## src/design/fbrwc_pkg.sv

```systemverilog
// Constants, field layout and state type for the burst read hold-off control
// Summary of operation
// RULE_01 - Synchronous array reads: hold deasserted only while valid data is on the bus.
// RULE_02 - Synchronous non-array reads keep hold asserted at the configured polarity.
// RULE_03 - Asynchronous read mode keeps hold asserted.
// RULE_04 - Hold is asserted during every asynchronous read and every write.
// RULE_05 - Hold pin floats while chip enable is high, driven when low.
// RULE_06 - Host ignores hold during asynchronous and non-array reads.
// RULE_07 - Each burst word stays valid for one or two clocks per data hold bit.
// RULE_08 - Host picks one-clock hold only when output delay plus setup fits.
// RULE_09 - Hold delay bit: assert during the delay or one data cycle before.
// RULE_10 - No-wrap and continuous bursts: aligned start gets no row delay.
// RULE_11 - Misaligned start: row delay at most once, only on a real crossing.
// RULE_12 - Start at last word of a group gives delay of latency minus one.
// RULE_13 - Length codes: 1 is 4 words, 2 is 8, 3 is 16, 7 continuous.
// RULE_14 - Wrap on fixed length: increment and wrap inside the aligned group.
// RULE_15 - No wrap or continuous: strictly increasing addresses across boundaries.
// RULE_16 - Clock edge bit picks the edge for burst start, data and hold.
// RULE_17 - Polarity 0 signals not-ready low, polarity 1 signals it high.
// RULE_18 - Latency field counts clocks after address valid rises before first word.
// RULE_19 - Clock edge bit 0 is falling, 1 rising; rising is the default.
// RULE_20 - Row delay holds off, then resumes at the next word with no skip.
package fbrwc_pkg;
    localparam int          ADDR_W       = 16;
    localparam int          DATA_W       = 16;
    localparam int          SYNC_W       = 21;
    localparam int          PADDR_W      = 12;
    // Register byte offsets
    localparam logic [11:0] OFF_CONFIG   = 12'h000;
    localparam logic [11:0] OFF_STATUS   = 12'h004;
    // Configuration word layout
    localparam int          POS_RM       = 15;
    localparam int          POS_LC       = 11;
    localparam int          POS_WT       = 10;
    localparam int          POS_DOC      = 9;
    localparam int          POS_WC       = 8;
    localparam int          POS_BS       = 7;
    localparam int          POS_CC       = 6;
    localparam int          POS_BW       = 3;
    localparam int          POS_BL       = 0;
    localparam logic [15:0] CONFIG_RESET = 16'hbfcf;
    localparam logic [15:0] CONFIG_WMASK = 16'hbfcf;
    // Burst length codes
    localparam logic [2:0]  BL_4         = 3'h1;
    localparam logic [2:0]  BL_8         = 3'h2;
    localparam logic [2:0]  BL_16        = 3'h3;
    localparam logic [2:0]  BL_CONT      = 3'h7;
    localparam logic [15:0] MASK_4       = 16'h0003;
    localparam logic [15:0] MASK_8       = 16'h0007;
    localparam logic [15:0] MASK_16      = 16'h000f;
    // Row and group geometry, row delay offset
    localparam logic [3:0]  ROW_START    = 4'h0;
    localparam logic [1:0]  GROUP_START  = 2'h0;
    localparam logic [3:0]  DELAY_BASE   = 4'h4;
    // Status word layout
    localparam int          POS_ST_BUSY  = 0;
    localparam int          POS_ST_DELAY = 1;
    localparam int          POS_ST_ADDR  = 16;
    // Pin bundle positions
    localparam int          PIN_CLK      = 0;
    localparam int          PIN_ADV      = 1;
    localparam int          PIN_CE       = 2;
    localparam int          PIN_OE       = 3;
    localparam int          PIN_WE       = 4;
    localparam int          PIN_ADDR     = 5;

    typedef enum logic [1:0] {
        st_idle    = 2'b00,
        st_latency = 2'b01,
        st_data    = 2'b11,
        st_delay   = 2'b10
    } fbrwc_state_t;
endpackage

```

## src/design/fbrwc_top.sv

```systemverilog
// Burst read output control with hold-off signal and APB configuration
module fbrwc_top (
    input  wire logic                         clk_i,
    input  wire logic                         srst_i,
    // APB slave
    input  wire logic                         psel_i,
    input  wire logic                         penable_i,
    input  wire logic                         pwrite_i,
    input  wire logic [fbrwc_pkg::PADDR_W-1:0] paddr_i,
    input  wire logic [31:0]                  pwdata_i,
    output logic      [31:0]                  prdata_o,
    output logic                              pready_o,
    output logic                              pslverr_o,
    // Host-side pins
    input  wire logic                         burst_clk_i,
    input  wire logic                         address_valid_n_i,
    input  wire logic                         chip_enable_n_i,
    input  wire logic                         output_enable_n_i,
    input  wire logic                         write_enable_n_i,
    input  wire logic [fbrwc_pkg::ADDR_W-1:0] addr_i,
    output logic      [fbrwc_pkg::DATA_W-1:0] data_o,
    output logic                              data_oe_n_o,
    output logic                              hold_o,
    output logic                              hold_oe_n_o,
    // Array core side
    input  wire logic                         array_mode_i,
    input  wire logic [fbrwc_pkg::DATA_W-1:0] array_data_i,
    output logic      [fbrwc_pkg::ADDR_W-1:0] array_addr_o
);
    fbrwc_pkg::fbrwc_state_t        state;
    logic [15:0]                    config_word;
    logic [2:0]                     lat_cnt;
    logic [2:0]                     delay_cnt;
    logic [1:0]                     start_off;
    logic                           addr_taken;
    logic                           word_phase;
    logic                           crossed;
    // Hold level out of reset follows the reset polarity bit
    localparam logic CONFIG_HOLD_RESET = fbrwc_pkg::CONFIG_RESET[fbrwc_pkg::POS_WT];

    wire [fbrwc_pkg::SYNC_W-1:0]    pins_s;
    wire                            act_edge;
    wire [fbrwc_pkg::ADDR_W-1:0]    next_addr;

    // Pin synchronisers and active edge detection
    fbrwc_pin_sync u_sync (
        .clk_i      (clk_i),
        .srst_i     (srst_i),
        .pins_i     ({addr_i, write_enable_n_i, output_enable_n_i,
                      chip_enable_n_i, address_valid_n_i, burst_clk_i}),
        .rise_sel_i (config_word[fbrwc_pkg::POS_CC]),
        .pins_o     (pins_s),
        .edge_o     (act_edge)
    );

    // Configuration fields
    wire        read_mode_select;
    wire [2:0]  first_latency_field;
    wire        hold_polarity;
    wire        data_hold_select;
    wire        hold_delay_select;
    wire        burst_wrap_select;
    wire [2:0]  length_field;
    assign read_mode_select    = config_word[fbrwc_pkg::POS_RM];
    assign first_latency_field = config_word[fbrwc_pkg::POS_LC +: 3];
    assign hold_polarity       = config_word[fbrwc_pkg::POS_WT];
    assign data_hold_select    = config_word[fbrwc_pkg::POS_DOC];
    assign hold_delay_select   = config_word[fbrwc_pkg::POS_WC];
    assign burst_wrap_select   = config_word[fbrwc_pkg::POS_BW];
    assign length_field        = config_word[fbrwc_pkg::POS_BL +: 3];

    // Burst address sequencing
    fbrwc_addr_seq u_seq (
        .addr_i     (array_addr_o),
        .length_i   (length_field),
        .wrap_off_i (config_word[fbrwc_pkg::POS_BW]),
        .next_o     (next_addr)
    );

    // Synchronised pin levels
    wire                          adv_low;
    wire                          ce_low;
    wire                          oe_low;
    wire                          we_low;
    wire [fbrwc_pkg::ADDR_W-1:0]  pin_addr;
    assign adv_low  = ~pins_s[fbrwc_pkg::PIN_ADV];
    assign ce_low   = ~pins_s[fbrwc_pkg::PIN_CE];
    assign oe_low   = ~pins_s[fbrwc_pkg::PIN_OE];
    assign we_low   = ~pins_s[fbrwc_pkg::PIN_WE];
    assign pin_addr = pins_s[fbrwc_pkg::PIN_ADDR +: fbrwc_pkg::ADDR_W];

    // Burst qualification
    wire sync_array;
    wire burst_ok;
    assign sync_array = ~read_mode_select & array_mode_i;
    assign burst_ok   = sync_array & ce_low & ~we_low;

    // Latency and data hold decisions
    wire [3:0] lat_next;
    wire       lat_done;
    wire       last_phase;
    assign lat_next   = {1'b0, lat_cnt} + 4'h1;
    assign lat_done   = lat_next >= {1'b0, first_latency_field}; // RULE_18
    assign last_phase = ~data_hold_select | word_phase;          // RULE_07

    // Row crossing detection for linear bursts with misaligned start
    wire       linear_run;
    wire       cross_next;
    assign linear_run = burst_wrap_select | (length_field == fbrwc_pkg::BL_CONT); // RULE_15
    assign cross_next = linear_run & (start_off != fbrwc_pkg::GROUP_START)       // RULE_10
                      & ~crossed                                                 // RULE_11
                      & (next_addr[3:0] == fbrwc_pkg::ROW_START);                // RULE_11

    // Row delay length: latency minus one at the group's last word
    wire [3:0] delay_sum;
    wire [2:0] delay_val;
    assign delay_sum = {1'b0, first_latency_field} + {2'b00, start_off};
    assign delay_val = (delay_sum > fbrwc_pkg::DELAY_BASE)
                     ? 3'(delay_sum - fbrwc_pkg::DELAY_BASE) // RULE_12
                     : 3'h1;

    // Burst sequencer, stepped on the selected burst clock edge
    always_ff @(posedge clk_i) begin
        if (srst_i) begin
            state        <= fbrwc_pkg::st_idle;
            addr_taken   <= 1'b0;
            lat_cnt      <= 3'h0;
            delay_cnt    <= 3'h0;
            start_off    <= 2'h0;
            word_phase   <= 1'b0;
            crossed      <= 1'b0;
            array_addr_o <= '0;
        end else if (!burst_ok) begin
            state      <= fbrwc_pkg::st_idle;
            addr_taken <= 1'b0;
        end else if (act_edge && adv_low) begin
            // Address capture starts or restarts a burst
            state        <= fbrwc_pkg::st_idle;               // RULE_16
            addr_taken   <= 1'b1;
            array_addr_o <= pin_addr;
            start_off    <= pin_addr[1:0];
            crossed      <= 1'b0;
        end else if (act_edge) begin
            case (state)
                fbrwc_pkg::st_idle: begin
                    if (addr_taken) begin
                        addr_taken <= 1'b0;
                        lat_cnt    <= 3'h1;
                        word_phase <= 1'b0;
                        state      <= (first_latency_field <= 3'h1)
                                    ? fbrwc_pkg::st_data : fbrwc_pkg::st_latency;
                    end
                end
                fbrwc_pkg::st_latency: begin
                    lat_cnt <= lat_next[2:0];
                    if (lat_done) begin
                        state <= fbrwc_pkg::st_data;          // RULE_18
                    end
                end
                fbrwc_pkg::st_data: begin
                    if (!last_phase) begin
                        word_phase <= 1'b1;                   // RULE_07
                    end else begin
                        word_phase   <= 1'b0;
                        array_addr_o <= next_addr;            // RULE_20
                        if (cross_next) begin
                            crossed   <= 1'b1;                // RULE_11
                            delay_cnt <= delay_val;
                            state     <= fbrwc_pkg::st_delay; // RULE_10
                        end
                    end
                end
                fbrwc_pkg::st_delay: begin
                    if (delay_cnt <= 3'h1) begin
                        word_phase <= 1'b0;
                        state      <= fbrwc_pkg::st_data;     // RULE_20
                    end else begin
                        delay_cnt <= delay_cnt - 3'h1;
                    end
                end
                default: begin
                    state <= fbrwc_pkg::st_idle;
                end
            endcase
        end
    end

    // Not-ready condition for the hold pin
    wire data_valid;
    wire early_hold;
    wire not_ready;
    assign data_valid = (state == fbrwc_pkg::st_data);
    assign early_hold = hold_delay_select & data_valid & last_phase & cross_next; // RULE_09
    assign not_ready  = ~sync_array                       // RULE_02 RULE_03
                      | we_low                            // RULE_04
                      | ~data_valid                       // RULE_01
                      | early_hold;                       // RULE_09

    // Host-side outputs, all registered
    always_ff @(posedge clk_i) begin
        if (srst_i) begin
            data_o      <= '0;
            data_oe_n_o <= 1'b1;
            hold_o      <= CONFIG_HOLD_RESET;
            hold_oe_n_o <= 1'b1;
        end else begin
            if (data_valid) begin
                data_o <= array_data_i;                    // RULE_07
            end
            data_oe_n_o <= ~(ce_low & oe_low);
            hold_o      <= not_ready ? hold_polarity : ~hold_polarity; // RULE_17
            hold_oe_n_o <= ~ce_low;                        // RULE_05
        end
    end

    // APB decode
    wire        apb_access;
    wire        apb_commit;
    wire        hit_config;
    wire        hit_status;
    wire        hit_any;
    wire [31:0] status_word;
    wire [31:0] next_prdata;
    assign apb_access  = psel_i & penable_i & ~pready_o;
    assign apb_commit  = psel_i & penable_i & pready_o;
    assign hit_config  = (paddr_i == fbrwc_pkg::OFF_CONFIG);
    assign hit_status  = (paddr_i == fbrwc_pkg::OFF_STATUS);
    assign hit_any     = hit_config | hit_status;
    assign status_word = {array_addr_o, 14'h0000,
                          (state == fbrwc_pkg::st_delay),
                          (state != fbrwc_pkg::st_idle)};
    assign next_prdata = pwrite_i   ? 32'h0000_0000 :
                         hit_config ? {16'h0000, config_word} :
                         hit_status ? status_word :
                         32'h0000_0000;

    // APB answer one cycle into the access phase
    always_ff @(posedge clk_i) begin
        if (srst_i) begin
            pready_o  <= 1'b0;
            pslverr_o <= 1'b0;
            prdata_o  <= '0;
        end else begin
            pready_o <= apb_access;
            if (apb_access) begin
                pslverr_o <= ~hit_any;
                prdata_o  <= next_prdata;
            end else begin
                pslverr_o <= 1'b0;
                prdata_o  <= '0;
            end
        end
    end

    // Configuration word, reserved bits forced to zero
    always_ff @(posedge clk_i) begin
        if (srst_i) begin
            config_word <= fbrwc_pkg::CONFIG_RESET;
        end else if (apb_commit && pwrite_i && hit_config) begin
            config_word <= pwdata_i[15:0] & fbrwc_pkg::CONFIG_WMASK;
        end
    end
endmodule

```

## src/design/fbrwc_pin_sync.sv

```systemverilog
// Two-stage pin synchroniser with selectable burst clock edge detection
module fbrwc_pin_sync (
    input  wire logic                       clk_i,
    input  wire logic                       srst_i,
    input  wire logic [fbrwc_pkg::SYNC_W-1:0] pins_i,
    input  wire logic                       rise_sel_i,
    output logic      [fbrwc_pkg::SYNC_W-1:0] pins_o,
    output logic                            edge_o
);
    logic [fbrwc_pkg::SYNC_W-1:0] meta;
    logic                         clk_prev;
    wire                          clk_rise;
    wire                          clk_fall;

    // Two flops per pin, then one more for the clock edge history
    always_ff @(posedge clk_i) begin
        if (srst_i) begin
            meta     <= '1;
            pins_o   <= '1;
            clk_prev <= 1'b1;
        end else begin
            meta     <= pins_i;
            pins_o   <= meta;
            clk_prev <= pins_o[fbrwc_pkg::PIN_CLK];
        end
    end

    // Edge chosen by the clock edge bit
    assign clk_rise = pins_o[fbrwc_pkg::PIN_CLK] & ~clk_prev;
    assign clk_fall = ~pins_o[fbrwc_pkg::PIN_CLK] & clk_prev;
    assign edge_o   = rise_sel_i ? clk_rise : clk_fall; // RULE_16 RULE_19
endmodule

```

## src/design/fbrwc_addr_seq.sv

```systemverilog
// Next burst word address for wrap and linear ordering
module fbrwc_addr_seq (
    input  wire logic [fbrwc_pkg::ADDR_W-1:0] addr_i,
    input  wire logic [2:0]                   length_i,
    input  wire logic                         wrap_off_i,
    output logic      [fbrwc_pkg::ADDR_W-1:0] next_o
);
    wire [fbrwc_pkg::ADDR_W-1:0] inc;
    wire [fbrwc_pkg::ADDR_W-1:0] len_mask;
    wire                         wrap_on;

    // Group mask from the length code; unknown codes never wrap
    assign len_mask = (length_i == fbrwc_pkg::BL_4)  ? fbrwc_pkg::MASK_4  : // RULE_13
                      (length_i == fbrwc_pkg::BL_8)  ? fbrwc_pkg::MASK_8  :
                      (length_i == fbrwc_pkg::BL_16) ? fbrwc_pkg::MASK_16 :
                      '0;
    assign inc      = addr_i + 16'h0001;
    assign wrap_on  = ~wrap_off_i & (len_mask != '0);

    // Wrap inside the aligned group, else plain increment
    assign next_o = wrap_on ? ((addr_i & ~len_mask) | (inc & len_mask)) // RULE_14
                            : inc;                                     // RULE_15
endmodule

```

## config.mk

```make
export PLATFORM = sky130hd
export DESIGN_NAME = fbrwc_top
export DESIGN_NICKNAME = d
export VERILOG_FILES = /design/src/design/fbrwc_pkg.sv /design/src/design/fbrwc_top.sv /design/src/design/fbrwc_pin_sync.sv /design/src/design/fbrwc_addr_seq.sv
export SDC_FILE = /design/constraint.sdc
export NUM_CORES = 1
export LEC_CHECK = 0
export ABC_AREA = 0
export BUFFER_PORTS_ARGS = -buffer_cell sky130_fd_sc_hd__clkbuf_2
export CORE_ASPECT_RATIO = 0.7
export CORE_MARGIN = 2
export CORE_UTILIZATION = 51
export CTS_BUF_LIST = sky130_fd_sc_hd__clkbuf_16
export DETAILED_ROUTE_END_ITERATION = 8
export GPL_ROUTABILITY_DRIVEN = 0
export GPL_TIMING_DRIVEN = 0
export PLACE_DENSITY = 0.79
export SLEW_MARGIN = 10
export SYNTH_ARGS = -nofsm -noshare
export SYNTH_HDL_FRONTEND = slang
export SYNTH_SLANG_ARGS = --single-unit
```

## constraint.sdc

```tcl
create_clock -name clk_i -period 3.1 [get_ports clk_i]
set_input_delay 0.155 -clock clk_i [delete_from_list [all_inputs] [get_ports clk_i]]
set_output_delay 0.155 -clock clk_i [all_outputs]
set_load 0.03 [all_outputs]
```

# --- Yosys cells after proc, flatten, opt, wreduce, memory -nomap -nowiden ---
# Index checks and enable logic that the tools add are counted.
classes:
  addsub: 5
  multipliers: 0
  div_mod_pow: 0
  magnitude_cmp: 4
  eq_ne: 14
  shifts: 0
  muxes: 38
  bitwise_logic: 46
  reduce_logical: 31
op_table:
  columns: ["op", "n"]
  rows:
  - ["16-bit 2-to-1 mux", 8]
  - ["16-bit bitwise AND", 2]
  - ["1-bit NOT", 20]
  - ["2-bit nonzero test", 9]
  - ["16-bit by 1-bit adder with 16-bit output (second input constant)", 1]
  - ["1-bit bitwise AND", 16]
  - ["16-bit NOT", 1]
  - ["16-bit OR", 1]
  - ["16-bit nonzero test", 1]
  - ["3-bit 2-to-1 mux", 5]
  - ["2-bit 2-to-1 mux", 7]
  - ["1-bit 2-to-1 mux", 13]
  - ["12-bit by 3-bit equality test with 1-bit output (second input constant)", 1]
  - ["12-bit zero test", 1]
  - ["3-bit one-hot mux with 2 select lines", 2]
  - ["6-bit AND reduction", 2]
  - ["2-bit inequality test (second input constant)", 5]
  - ["5-bit AND reduction", 2]
  - ["2-bit one-hot mux with 4 select lines", 1]
  - ["7-bit AND reduction", 1]
  - ["3-bit by 2-bit equality test with 1-bit output (second input constant)", 2]
  - ["3-bit by 1-bit <= comparator with 1-bit output (second input constant)", 2]
  - ["1-bit OR", 6]
  - ["3-bit OR reduction", 2]
  - ["other kinds (22)", 27]
word_totals:
  regBits: 138
  latchBits: 0
  mem_bits_rw: 0
  rom_bits: 0
  in_bits: 87
  out_inout_bits: 69
  memories: 0

# --- Logic depth before layout (Yosys ltp) ---
depth:
  ltp_word: 15
  ltp_mapped: 8
  depth_no_buf: 8

# --- Cells and area by module ---
# A second synthesis with hierarchy kept.
unflattened:
  hier_cells: 526
  hier_area_um2: 5217.5
by_module_without_submodules:
  columns: ["module", "instances", "cells_each", "area_per_inst_um2", "seq_area_each_um2"]
  rows:
  - ["fbrwc_top", 1, 382, 3672.3, 1841.8]
  - ["fbrwc_pin_sync", 1, 93, 1191.1, 860.8]
  - ["fbrwc_addr_seq", 1, 51, 354.1, 0.0]

# --- Worst setup path after synthesis ---
# OpenSTA, ideal clock, no wires.
synth_timing:
  path_type: "register to register"
  startpoint: "reg array_addr_o[0] (netlist bit)"
  endpoint: "reg state[0]"
  setup_ps: 116
  arrival_time_ps: 2283
  t_required_ps: 2984
  slack_ps: 701
  stages_incl_launch_ff: 7
  period_less_slack_ps: 2399
  cell_sequence: "dfxtp_1 -> ha_1 -> or3b_1 -> or4_1 -> a21oi_2 -> nand4_1 -> and3b_1"
synth_via:
  elab_chain_len: 8
  word_cells_on_any_way: 9
  cone_classes: "1 x add/sub; 1 x eq/ne; 1 x mux; 4 x bitwise; 2 x reduce/logical"
synth_rtl:
  columns: ["element", "line", "text"]
  rows:
  - ["from (decl)", "fbrwc_top.sv:28", "output logic [fbrwc_pkg::ADDR_W-1:0] array_addr_o"]
  - ["from (signal assigned)", "fbrwc_top.sv:140", "array_addr_o <= pin_addr;"]
  - ["from (signal assigned)", "fbrwc_top.sv:165", "array_addr_o <= next_addr;"]
  - ["16-bit by 1-bit adder with 16-bit output", "fbrwc_addr_seq.sv:17", "assign inc = addr_i + 16'h0001;"]
  - ["16-bit bitwise AND", "fbrwc_addr_seq.sv:21", "assign next_o = wrap_on ? ((addr_i & ~len_mask) | (inc & len_mask))"]
  - ["16-bit OR", "fbrwc_addr_seq.sv:21", null]
  - ["16-bit 2-to-1 mux *", "fbrwc_addr_seq.sv:21", null]
  - ["4-bit zero test *", "fbrwc_top.sv:112", "& (next_addr[3:0] == fbrwc_pkg::ROW_START);"]
  - ["1-bit bitwise AND *", "fbrwc_top.sv:112", null]
  - ["2-bit inequality test (no line) *", null, null]
  - ["6-bit AND reduction (no line) *", null, null]
  - ["to (signal assigned)", "fbrwc_top.sv:125", "state <= fbrwc_pkg::st_idle;"]
  - ["to (signal assigned)", "fbrwc_top.sv:134", "state <= fbrwc_pkg::st_idle;"]
  - ["to (signal assigned)", "fbrwc_top.sv:138", "state <= fbrwc_pkg::st_idle;"]
  - ["to (decl)", "fbrwc_top.sv:30", "fbrwc_pkg::fbrwc_state_t state;"]
# Mark *: on every way between the ends. The rest lies on a longest branch, timed or not.
# A chain may end at the register's enable or synchronous reset.

# --- Worst setup path after layout ---
layout_timing:
  startpoint: "reg array_addr_o[0] (netlist bit)"
  endpoint: "reg hold_o"
layout_via:
  elab_chain_len: 9
  word_cells_on_any_way: 10
  cone_classes: "1 x add/sub; 2 x mux; 6 x bitwise; 1 x reduce/logical"
layout_rtl:
  columns: ["element", "line", "text"]
  rows:
  - ["16-bit by 1-bit adder with 16-bit output", "fbrwc_addr_seq.sv:17", null]
  - ["16-bit bitwise AND", "fbrwc_addr_seq.sv:21", null]
  - ["16-bit OR", "fbrwc_addr_seq.sv:21", null]
  - ["16-bit 2-to-1 mux *", "fbrwc_addr_seq.sv:21", null]
  - ["4-bit zero test *", "fbrwc_top.sv:112", null]
  - ["1-bit bitwise AND *", "fbrwc_top.sv:112", null]
  - ["1-bit bitwise AND *", "fbrwc_top.sv:193", "assign early_hold = hold_delay_select & data_valid & last_phase & cross_next;"]
  - ["1-bit OR *", "fbrwc_top.sv:197", "| early_hold;"]
  - ["1-bit 2-to-1 mux *", "fbrwc_top.sv:211", "hold_o <= not_ready ? hold_polarity : ~hold_polarity;"]
  - ["to (signal assigned)", "fbrwc_top.sv:211", null]
  - ["to (decl)", "fbrwc_top.sv:23", "output logic hold_o,"]
# Marks and branches as above.

==> results.sh <==
export IMPL_post_place_cells=850
export IMPL_maxCapViolCount=0
export IMPL_grt_pass1_wl_mm=22.6
export IMPL_critPathKind="flip-flop to flip-flop"
export IMPL_timing_hold_violations_final=0
export IMPL_whs_ns=0.0524
export IMPL_drc=0
export IMPL_synth_warnings=0
export IMPL_holdBufCountCts=50
export IMPL_arrival_ns=2.93
export IMPL_synth_edf_count=0
export IMPL_antenna_found_initial=0
export IMPL_power_leakage_nw=2.98
export IMPL_hpwlAfterDp_mm=9.90
export IMPL_finalPower_mw=3.82
export IMPL_place_area_um2=6170
export IMPL_clock_skew_ns=0.00935
export IMPL_clkTransAtPathRegs_ns=0.06
export IMPL_fin_crit_sh_pct=85.0
export IMPL_drt_met1_wl_mm=6.47
export IMPL_drv_slew=0
export IMPL_die_w_um=126
export IMPL_clk_root_buffer_cell="clkbuf_16"
export IMPL_layout_setup_ws_ns=0.464
export IMPL_dr_wl_met3_mm=1.31
export IMPL_wirelength_mm=14.3
export IMPL_syn_to_final_growth_pct=35.6
export IMPL_die_y_um=89.6
export IMPL_critPathTopFamily="simple AND/OR/NAND/NOR gates"
export IMPL_antenna_left=0
export IMPL_cp_required_ns=3.40
export IMPL_worstPathMaxFanout=9
export IMPL_cts_sinks=135
export IMPL_synth_area_um2=5340
export IMPL_pre_cts_slack_ns=0.511
export IMPL_rsz0062_at_grt="false"
export IMPL_async_reset_ff_share_pct=0
export IMPL_synth_most_common_cell="dfxtp_1"
export IMPL_yosysSeqAreaShare_pct=50.7
export IMPL_cts_max_path_buffers=2
export IMPL_start_kind="flip-flop"
export IMPL_start_util_pct=51.9
export IMPL_max_freq_mhz=379
export IMPL_ys_seq_elements=135
export IMPL_grt_util_all_layers_pct=25.7
export IMPL_slowest_delay_ns=0.58
export IMPL_port_buffers=133
export IMPL_dr_total_vias=4952
export IMPL_synthDistinctLibCells=67
export IMPL_cpMaxStageDelayCell="or4_1"
export IMPL_cts_resized=0
export IMPL_io_pins=156
export IMPL_crit_chain="ha_1 -> or3b_1 -> or4_1 -> a21oi_2 -> a311oi_1 -> mux2i_1"
export IMPL_fin_area_um2=7230
export IMPL_num_antenna_cells=0
export IMPL_wl_per_cell_um=15.4
export IMPL_synthFlopType="dfxtp_1"
export IMPL_utilization_pct=70.4
export IMPL_fin_setup_tns_ns=0
export IMPL_setup_violations=0
export IMPL_fin_nets=884
export IMPL_p_per_area_nw_per_um2=528
export IMPL_finalCriticalPeriod_ns=2.64
export IMPL_synth_top_cell_by_area="dfxtp_1"
export IMPL_crit_buf_inv=0
export IMPL_dieArea_um2=11300
export IMPL_nFillCells=720
export IMPL_h_tree_depth=4
export IMPL_relSlewSlack_pct=36.7
export IMPL_drive_above_1_share_pct=28.2
export IMPL_synth_area_leaders="dfxtp_1 (51%), nand2_1 (5.3%), or2_2 (5.2%), a21oi_1 (3.9%), and2_1 (3.6%)"
export IMPL_grt_overflow_total=0
export IMPL_status="complete, no violations"
export IMPL_cts_made_buffers=17
export IMPL_first_pass_iters=6
export IMPL_cts_tree="done"
export IMPL_row_count=31
export IMPL_via_per_inst=5.31
export IMPL_worstMarginPinSlew_ns=0.942
export IMPL_stdcell_count=932
export IMPL_top_layer="met4"
export IMPL_yosys_area_top_type_share_pct=50.7
export IMPL_crit_path_end_kind="flip-flop"
export IMPL_wl_met2_mm=6.35
export IMPL_grt_max_degree=17
export IMPL_hold_class="input port to flip-flop"
export IMPL_insertion_delay_ns=0.42
export IMPL_drt_iter0_markers=374
export IMPL_yosys_top_cells_count="dfxtp_1 (135), nand2_1 (76), or2_2 (44)"
export IMPL_core_area_um2=10300
export IMPL_syn_inst=583
export IMPL_post_cts_buffers=0
export IMPL_grt_pass1_vias=4672
export IMPL_peakVddDrop_v=0.000373
export IMPL_syn_mean_instance_area_um2=9.15
cell families after synthesis:
| family | Yosys count | synth area share (%) |
|---|---|---|
| AND/OR/NAND/NOR | 256 | 25.6 |
| flip-flops | 135 | 50.7 |
| AO/OA/AOI/OAI | 114 | 13.9 |
| buffers and inverters | 48 | 3.75 |
| multiplexers | 17 | 3.24 |
| adder cells (fa/ha/maj) | 10 | 2.49 |
| XOR/XNOR | 2 | 0.328 |
| other | 1 | 0.0703 |
cells in the final DEF (no fill, tap or decap), types with 20 or more instances in the layout:
cell type,count
dfxtp_1,135
clkbuf_2,133
nand2_1,76
dlygate4sd3_1,50
or2_2,44
a21oi_1,42
and2_1,31
nor2_1,26
clkbuf_1,22
nor3_1,20
per-layer routing:
layer  vias up  global-route usage, %
met1      2239                   33.8
met5         -                      0
li1       2427                      -
met3        25                   8.12
met4         0                   8.59
met2       261                   40.9
layout make-up:
type / instances / area (µm²) / share of cell area (%)
Sequential cell: 135 / 2700 / 37.4
Multi-Input combinational cell: 402 / 2440 / 33.7
Timing Repair Buffer: 183 / 1170 / 16.1
Clock buffer: 17 / 425 / 5.88
Tap cell: 132 / 165 / 2.28
Buffer: 33 / 144 / 1.99
Clock inverter: 15 / 135 / 1.87
Inverter: 15 / 56.3 / 0.778
worst paths after layout:
path	start	endpoint	slack, ns	cells past startpoint
worst max-delay path	array_addr_o[0]	hold_o	0.46	6
worst min-delay path	srst_i	hold_oe_n_o	0.05	2
worst max register to register	array_addr_o[0]	hold_o	0.46	6
worst min register to register	u_sync.meta[15]	u_sync.pins_o[15]	0.40	1
flip-flops by register name, summed over array words and instances, names as in the netlist, 3 cells and up:
signal / flops
prdata_o: 29
u_sync.meta: 21
u_sync.pins_o: 21
array_addr_o: 16
data_o: 16
config_word: 13
delay_cnt: 3
lat_cnt: 3
report_power, final:
group / leakage (nW) / switching, mW / internal, mW
Combinational: 1.61 / 0.0694 / 0.0978
Clock: 0.266 / 0.827 / 1.05
Sequential: 1.10 / 0.00860 / 1.76
Total: 2.98 / 0.905 / 2.91
No activity file was read; power rests on OpenSTA's default activity.
